$ cat src/logic/spwm_pkg.sv
// Summary of operation
// RL1 - A 16-bit counter advances once every prescale+1 clocks via a 3-bit prescaler.
// RL2 - When the counter equals the period it reloads to zero.
// RL3 - With polarity clear the output is low below the duty and high at or above it.
// RL4 - With polarity set the modulated output is inverted.
// RL5 - Duty is double-buffered and takes effect only at a reload or while disabled.
// RL6 - Every reload to zero sets the interrupt flag.
// RL7 - The interrupt reaches the processor only while its enable is set.
// RL8 - Writing one to the flag bit clears it.
// RL9 - The flag drives the external interrupt line shared with the ADC.
// RL10 - While disabled the output shows the idle-level bit.
// RL11 - Period and duty are split into high and low byte registers.
// RL12 - Duty bytes and the period low byte are held in temporary buffers.
// RL13 - A period high byte write commits the buffered values; write it last.
// RL14 - All five registers reset to zero.
// RL15 - While disabled the counter and prescaler are held at zero.
// RL16 - Committed values reach the comparisons at the next reload.
package spwm_pkg;
  localparam logic [15:0] ADDR_CONTROL     = 16'ha028;
  localparam logic [15:0] ADDR_PERIOD_HIGH = 16'ha029;
  localparam logic [15:0] ADDR_PERIOD_LOW  = 16'ha02a;
  localparam logic [15:0] ADDR_DUTY_HIGH   = 16'ha02b;
  localparam logic [15:0] ADDR_DUTY_LOW    = 16'ha02c;
  localparam logic [7:0]  REG_RESET        = 8'h00;
  localparam logic [15:0] WORD_RESET       = 16'h0000;
  localparam logic [2:0]  PS_RESET         = 3'h0;

  typedef struct packed {
    logic       module_enable;
    logic [2:0] clock_prescale_field;
    logic       idle_level;
    logic       reload_irq_enable;
    logic       output_polarity;
    logic       reload_irq_flag;
  } spwm_ctl_type;

  typedef struct packed {
    logic        wr;
    logic        rd;
    logic [15:0] addr;
    logic [7:0]  wdata;
  } spwm_bus_type;
endpackage

$ cat src/logic/spwm_top.sv
module spwm_top
  import spwm_pkg::*;
(
  input  wire logic                   i_clk,      // System clock, 50 MHz
  input  wire logic                   i_nrst,     // Async reset, active low
  input  wire spwm_pkg::spwm_bus_type i_bus,      // Register request
  input  wire logic                   i_adc_irq,  // ADC interrupt request
  output logic [7:0]                  o_rdata,    // Read data, next cycle
  output logic                        o_modulated_output, // PWM pin
  output logic                        o_shared_external_irq_line // Irq
);
  import spwm_pkg::*;

  spwm_ctl_type ctl_r;
  logic [15:0]  period_stage_r;   // Committed by high-byte write
  logic [15:0]  duty_stage_r;
  logic [7:0]   period_low_buf_r;
  logic [15:0]  duty_buf_r;
  logic [15:0]  period_act_r;
  logic [15:0]  duty_act_r;
  logic [15:0]  period_counter_r;
  logic [2:0]   presc_r;
  logic         out_r;
  logic         tick;
  logic         reload;
  logic         wr_ctl;
  logic         wr_perh;

  assign wr_ctl  = i_bus.wr && (i_bus.addr == ADDR_CONTROL);
  assign wr_perh = i_bus.wr && (i_bus.addr == ADDR_PERIOD_HIGH);
  assign tick    = ctl_r.module_enable &&
                   (presc_r == ctl_r.clock_prescale_field);        // [RL1]
  assign reload  = tick && (period_counter_r == period_act_r);     // [RL2]

  // Control fields; flag set beats a same-cycle clear
  always_ff @(posedge i_clk or negedge i_nrst) begin
    if (!i_nrst) begin
      ctl_r <= spwm_ctl_type'(REG_RESET);                          // [RL14]
    end else begin
      if (wr_ctl) begin
        ctl_r.module_enable        <= i_bus.wdata[7];
        ctl_r.clock_prescale_field <= i_bus.wdata[6:4];
        ctl_r.idle_level           <= i_bus.wdata[3];
        ctl_r.reload_irq_enable    <= i_bus.wdata[2];
        ctl_r.output_polarity      <= i_bus.wdata[1];
      end
      if (reload) begin
        ctl_r.reload_irq_flag <= 1'b1;                             // [RL6]
      end else if (wr_ctl && i_bus.wdata[0]) begin
        ctl_r.reload_irq_flag <= 1'b0;                             // [RL8]
      end
    end
  end

  // Byte buffers, committed as a set by the period high byte
  always_ff @(posedge i_clk or negedge i_nrst) begin
    if (!i_nrst) begin
      period_low_buf_r <= REG_RESET;                               // [RL14]
      duty_buf_r       <= WORD_RESET;
      period_stage_r   <= WORD_RESET;
      duty_stage_r     <= WORD_RESET;
    end else begin
      if (i_bus.wr && i_bus.addr == ADDR_PERIOD_LOW) begin
        period_low_buf_r <= i_bus.wdata;                           // [RL12]
      end
      if (i_bus.wr && i_bus.addr == ADDR_DUTY_HIGH) begin
        duty_buf_r[15:8] <= i_bus.wdata;                           // [RL12]
      end
      if (i_bus.wr && i_bus.addr == ADDR_DUTY_LOW) begin
        duty_buf_r[7:0] <= i_bus.wdata;                            // [RL12]
      end
      if (wr_perh) begin
        period_stage_r <= {i_bus.wdata, period_low_buf_r};         // [RL13]
        duty_stage_r   <= duty_buf_r;                              // [RL13]
      end
    end
  end

  // Active compare values only move at reload or while stopped,
  // so a half-written update can never shape a pulse
  always_ff @(posedge i_clk or negedge i_nrst) begin
    if (!i_nrst) begin
      period_act_r <= WORD_RESET;
      duty_act_r   <= WORD_RESET;
    end else if (reload || !ctl_r.module_enable) begin
      period_act_r <= period_stage_r;                              // [RL16]
      duty_act_r   <= duty_stage_r;                                // [RL5]
    end
  end

  // Prescaler and counter
  always_ff @(posedge i_clk or negedge i_nrst) begin
    if (!i_nrst) begin
      presc_r          <= PS_RESET;
      period_counter_r <= WORD_RESET;
    end else if (!ctl_r.module_enable) begin
      presc_r          <= PS_RESET;                                // [RL15]
      period_counter_r <= WORD_RESET;                              // [RL15]
    end else if (tick) begin
      presc_r <= PS_RESET;                                         // [RL1]
      if (reload) begin
        period_counter_r <= WORD_RESET;                            // [RL2]
      end else begin
        period_counter_r <= period_counter_r + 16'h0001;           // [RL1]
      end
    end else begin
      presc_r <= presc_r + 3'h1;                                   // [RL1]
    end
  end

  // Registered output pin
  always_ff @(posedge i_clk or negedge i_nrst) begin
    if (!i_nrst) begin
      out_r <= 1'b0;
    end else if (!ctl_r.module_enable) begin
      out_r <= ctl_r.idle_level;                                   // [RL10]
    end else begin
      out_r <= (period_counter_r >= duty_act_r)                    // [RL3]
               ^ ctl_r.output_polarity;                            // [RL4]
    end
  end

  // Read port: data valid the cycle after the strobe, else zero
  always_ff @(posedge i_clk or negedge i_nrst) begin
    if (!i_nrst) begin
      o_rdata <= REG_RESET;
    end else if (i_bus.rd) begin
      unique case (i_bus.addr)
        ADDR_CONTROL:     o_rdata <= ctl_r;
        ADDR_PERIOD_HIGH: o_rdata <= period_stage_r[15:8];         // [RL11]
        ADDR_PERIOD_LOW:  o_rdata <= period_low_buf_r;             // [RL11]
        ADDR_DUTY_HIGH:   o_rdata <= duty_buf_r[15:8];             // [RL11]
        ADDR_DUTY_LOW:    o_rdata <= duty_buf_r[7:0];              // [RL11]
        default:          o_rdata <= REG_RESET;
      endcase
    end else begin
      o_rdata <= REG_RESET;
    end
  end

  assign o_modulated_output = out_r;
  assign o_shared_external_irq_line =
    (ctl_r.reload_irq_flag && ctl_r.reload_irq_enable)             // [RL7]
    || i_adc_irq;                                                  // [RL9]
endmodule

$ cat config.mk
export PLATFORM = sky130hd
export DESIGN_NAME = spwm_top
export DESIGN_NICKNAME = d
export VERILOG_FILES = /design/src/logic/spwm_pkg.sv /design/src/logic/spwm_top.sv
export SDC_FILE = /design/constraint.sdc
export NUM_CORES = 1
export LEC_CHECK = 0
export ABC_CLOCK_PERIOD_IN_PS = 2230
export BUFFER_PORTS_ARGS = -buffer_cell sky130_fd_sc_hd__buf_2
export CORE_MARGIN = 1
export CORE_UTILIZATION = 50
export CTS_CLUSTER_DIAMETER = 200
export DETAILED_ROUTE_END_ITERATION = 10
export HOLD_SLACK_MARGIN = 0.05
export PLACE_DENSITY = 0.7
export SYNTH_ARGS = -nofsm -noshare
export SYNTH_HDL_FRONTEND = slang
export SYNTH_SLANG_ARGS = --single-unit
$ cat constraint.sdc
create_clock -name i_clk -period 2.23 [get_ports i_clk]
set_input_delay 0.1115 -clock i_clk [delete_from_list [all_inputs] [get_ports i_clk]]
set_output_delay 0.1115 -clock i_clk [all_outputs]
set_load 0.005 [all_outputs]
==> run_results.csv <==
group,metric,value,unit
outcome,status,"complete, no violations",
drt,first_pass_iters,5,
logic_synthesis,synthesis.instances,444,
logic_synthesis,ys_seq_elements,124,
sta,tightestPinTransition,482.0,ps
placed_design,routabilityCongestion,0.8329,
power,power.ir.vdd_worst,0.5993,mV
placed_design,numPortBuffers,38,
sta,maxSlewViolCount,0,
grt,grt_first_pass_wirelength,21.10,mm
setup_path,setup.worst_path.start_class,"flop",
grt,grt_antenna_before_repair,0,
setup_path,critical_path.reg2reg.endpoint,"period_act_r[9]$_DFFE_PN0P_",
floorplan,ioPinCount,39,
layout,drive_above_1_share,36.98,%
sta,setup_ws,62.94,ps
power,power.internal,3.935,mW
floorplan,floorplan.die_area,12200,um^2
setup_path,rr_worst_depth,6,
setup_path,critPathArrivalTime,2460,ps
clock_network,clock_sinks,124,
logic_synthesis,synth_top_cell_by_area,"dfrtp_1",
clock_network,tritoncts.num_buffers,17,
setup_path,timing.setup.critical_path_class,"flop to flop",
drt,routed_wirelength,12.70,mm
sta,timing.slew.headroom,67.77,%
layout,diodes,0,
floorplan,dieWidth,110.5,um
layout,layout-area-overhead-vs-synth,19.71,%
sta,achievable-frequency,461.5,MHz
worst_hold_path,min-delay-start,"i_bus[25]",
worst_hold_path,hold_path_depth,3,
power,power.density_cell_area,713.7,nW/um^2
drt,first_iter_violations,220,
logic_synthesis,postSynth.asyncResetShare,100.0,%
sta,finClkSkew,12.43,ps
sta,final_critical_path_time_including_i_o_delays_and_setup,2167,ps
layout,final_cell_mix,"dfrtp_1, mux2_2, buf_2, mux2_4, xor2_1",
worst_hold_path,hold_end,"ctl_r[0]$_DFFE_PN0P_",
logic_synthesis,yosysUniqueCellTypes,48,
clock_network,cts_max_path_buffers,2,
drt,post-route-drc-count,0,
setup_path,data_required_time_of_the_worst_path,2520,ps
logic_synthesis,synth-main-ff-cell,"dfrtp_1",
sta,hold_violations,0,
clock_network,cts.repair_timing.setup_buffer_count,0,
logic_synthesis,synth_top_cell_area_share,52.74,%
power,switching_power_total,1.092,mW
sta,timing.final.setup_violations,0,
drt,drt.antenna.violating_nets,0,
power,cellLeakagePower,3.596,nW
power,totalPowerFinal,5.027,mW
setup_path,setup.worst_path.end_class,"flop",
grt,grt_overflow_total,0,
logic_synthesis,ys_top_cells_by_area,"dfrtp_1, mux2_2, mux2_4",
sta,layout_worst_path_cycle_share,97.18,%
clock_network,cts_htree_levels,4,
power,power.combinational.fraction,2.2,%
floorplan,die_h,110.5,um
setup_path,worst_r2r_startpoint,"period_counter_r[4]$_DFFE_PN0P_",
worst_hold_path,hp-class,"input port to flop",
clock_network,cts_resized,0,
sta,unrepaired_setup_endpoints_after_global_routing,"false",
setup_path,regToRegSetupSlack,60,ps
logic_synthesis,synth-edff-count,0,
flow_run,maxCapViolations,0,
clock_network,tritoncts,"done",
power,clock_power_share,53.0,%
layout,mostFrequentLayoutCell,"dfrtp_1",
floorplan,placeableCoreArea,11420,um^2
placed_design,post-place-ws,123.5,ps
clock_network,ctsRootBufferMaster,"clkbuf_16",
placed_design,detailedPlacementHpwl,9.030,mm
logic_synthesis,post_synth_instance_area,5883,um^2
drt,vias,3837,
clock_network,cts.reportedPaths.clkPinSlew,60,ps
setup_path,worstPathMaxFanout,16,
clock_network,clock_latency_on_the_worst_skew_pair,420,ps
grt,grt_max_degree,50,
layout,number_of_nets_at_the_end_of_the_flow,564,
logic_synthesis,syn_area_per_cell,13.25,um^2
drt,drt-vias-per-instance,5.701,
logic_synthesis,synth-warning-count,0,
grt,grtUsageTotal,22.70,%
power,seq_power_share,44.8,%
logic_synthesis,synth_fp_nets,491,
floorplan,floorplan.initialDensity,51.52,%
floorplan,std_cell_rows,39,
sta,setup_tns,0,ps
logic_synthesis,synth_seq_area_share,52.74,%
drt,wl_per_cell,18.87,um
grt,vias_in_the_first_global_route,4120,
power,swShare,21.73,%
==> routing by layer <==
layer	track usage, %	part of all wire (%)
met4	11.64	2.9
met1	29.17	45
met5	0	0
met2	35.98	47
met3	5.324	5.0
==> stage by stage <==
step / hold WS [ps] / instance area (um^2) / utilization, % / cells
after floorplan: -184.1 / 5883 / - / 444
after global placement: 91.59 / 6381 / 55.88 / 632
after detailed placement: 96.62 / 6381 / 55.88 / 632
after CTS: 87.70 / 7043 / 61.68 / 673
after global routing: 100.0 / 7043 / 61.68 / 673
final: 103.6 / 7043 / 61.68 / 673
==> power groups by stage <==
stage / registers, mW / clock network, mW / logic (mW)
global route: 2.25 / 2.81 / 0.127
CTS: 2.25 / 2.70 / 0.116
finish: 2.25 / 2.66 / 0.112
floorplan: 2.29 / 0 / 0.0148
global placement: 2.29 / 0 / 0.101
detailed placement: 2.29 / 0 / 0.104
==> Yosys cell counts (2+ instances only) <==
| cell type | instances |
|---|---|
| and4_1 | 2 |
| nor3b_1 | 2 |
| nor2_1 | 22 |
| a22oi_1 | 8 |
| nor3_1 | 2 |
| and2_1 | 4 |
| nand2b_1 | 3 |
| nand2_2 | 3 |
| nand4_1 | 15 |
| nand2_1 | 7 |
| nand3_1 | 10 |
| buf_2 | 5 |
| and3_1 | 2 |
| clkbuf_1 | 3 |
| ha_1 | 18 |
| inv_1 | 23 |
| nor4_1 | 6 |
| dfrtp_1 | 124 |
| a222oi_1 | 8 |
| o21ai_0 | 5 |
| a21oi_1 | 14 |
| xor2_1 | 24 |
| a21o_1 | 4 |
| nor4_4 | 4 |
| buf_6 | 3 |
| mux2_2 | 65 |
| mux2_4 | 30 |
| xnor2_1 | 8 |
==> critical path, cell delays in order (launching register included) <==
cell     delay (ps)
dfrtp_1         470
xor2_1          180
nor4_1          360
nand4_1         230
o21ai_4         260
buf_12          190
mux2_2          350
==> layout make-up <==
| type | count | area, um^2 |
|---|---|---|
| clock inverters | 14 | 142.6 |
| inverters | 23 | 86.33 |
| fillers | 885 | 4375 |
| well taps | 143 | 178.9 |
| repair buffers | 66 | 475.5 |
| multi-input cells | 285 | 2628 |
| clock buffers | 18 | 429.2 |
| flip-flops and latches | 124 | 3103 |
==> kinds of logic after synthesis <==
kind of cell,count (synthesis),synth area share [%]
compound gates,47,5.679
xor+xnor,32,4.764
fa+ha+maj,18,3.828
buf+inv,35,2.722
flops,124,52.74
mux,95,20.10
simple gates,93,10.17
==> repair_timing <==
| item | in CTS | in global routing |
|---|---|---|
| setup endpoints to repair | 0 | 0 |
| endpoints found under the hold margin | 71 | 0 |
| hold buffers | 9 | 0 |
==> registers in the layout, summed over array words and instances (netlist names) <==
signal / flops
ctl_r: 8
duty_act_r: 16
duty_buf_r: 16
duty_stage_r: 16
o_modulated_output: 1
o_rdata: 8
period_act_r: 16
period_counter_r: 16
period_low_buf_r: 8
period_stage_r: 16
presc_r: 3
==> how the worst max path moves through the flow <==
| stage | from | to | slack [ps] | cells past startpoint |
|---|---|---|---|---|
| 4_1_cts | period_counter_r[4]$_DFFE_PN0P_ | period_act_r[9]$_DFFE_PN0P_ | 80 | 6 |
| 5_1_grt | period_counter_r[4]$_DFFE_PN0P_ | period_act_r[9]$_DFFE_PN0P_ | 40 | 6 |
| 2_1_floorplan | period_counter_r[2]$_DFFE_PN0P_ | duty_act_r[0]$_DFFE_PN0P_ | 140 | 6 |
| 3_3_place_gp | period_counter_r[4]$_DFFE_PN0P_ | duty_act_r[0]$_DFFE_PN0P_ | 170 | 6 |
| 6_report | period_counter_r[4]$_DFFE_PN0P_ | period_act_r[9]$_DFFE_PN0P_ | 60 | 6 |
| 3_5_place_dp | period_counter_r[4]$_DFFE_PN0P_ | duty_act_r[0]$_DFFE_PN0P_ | 120 | 6 |
Power figures use the tool's default switching activity.
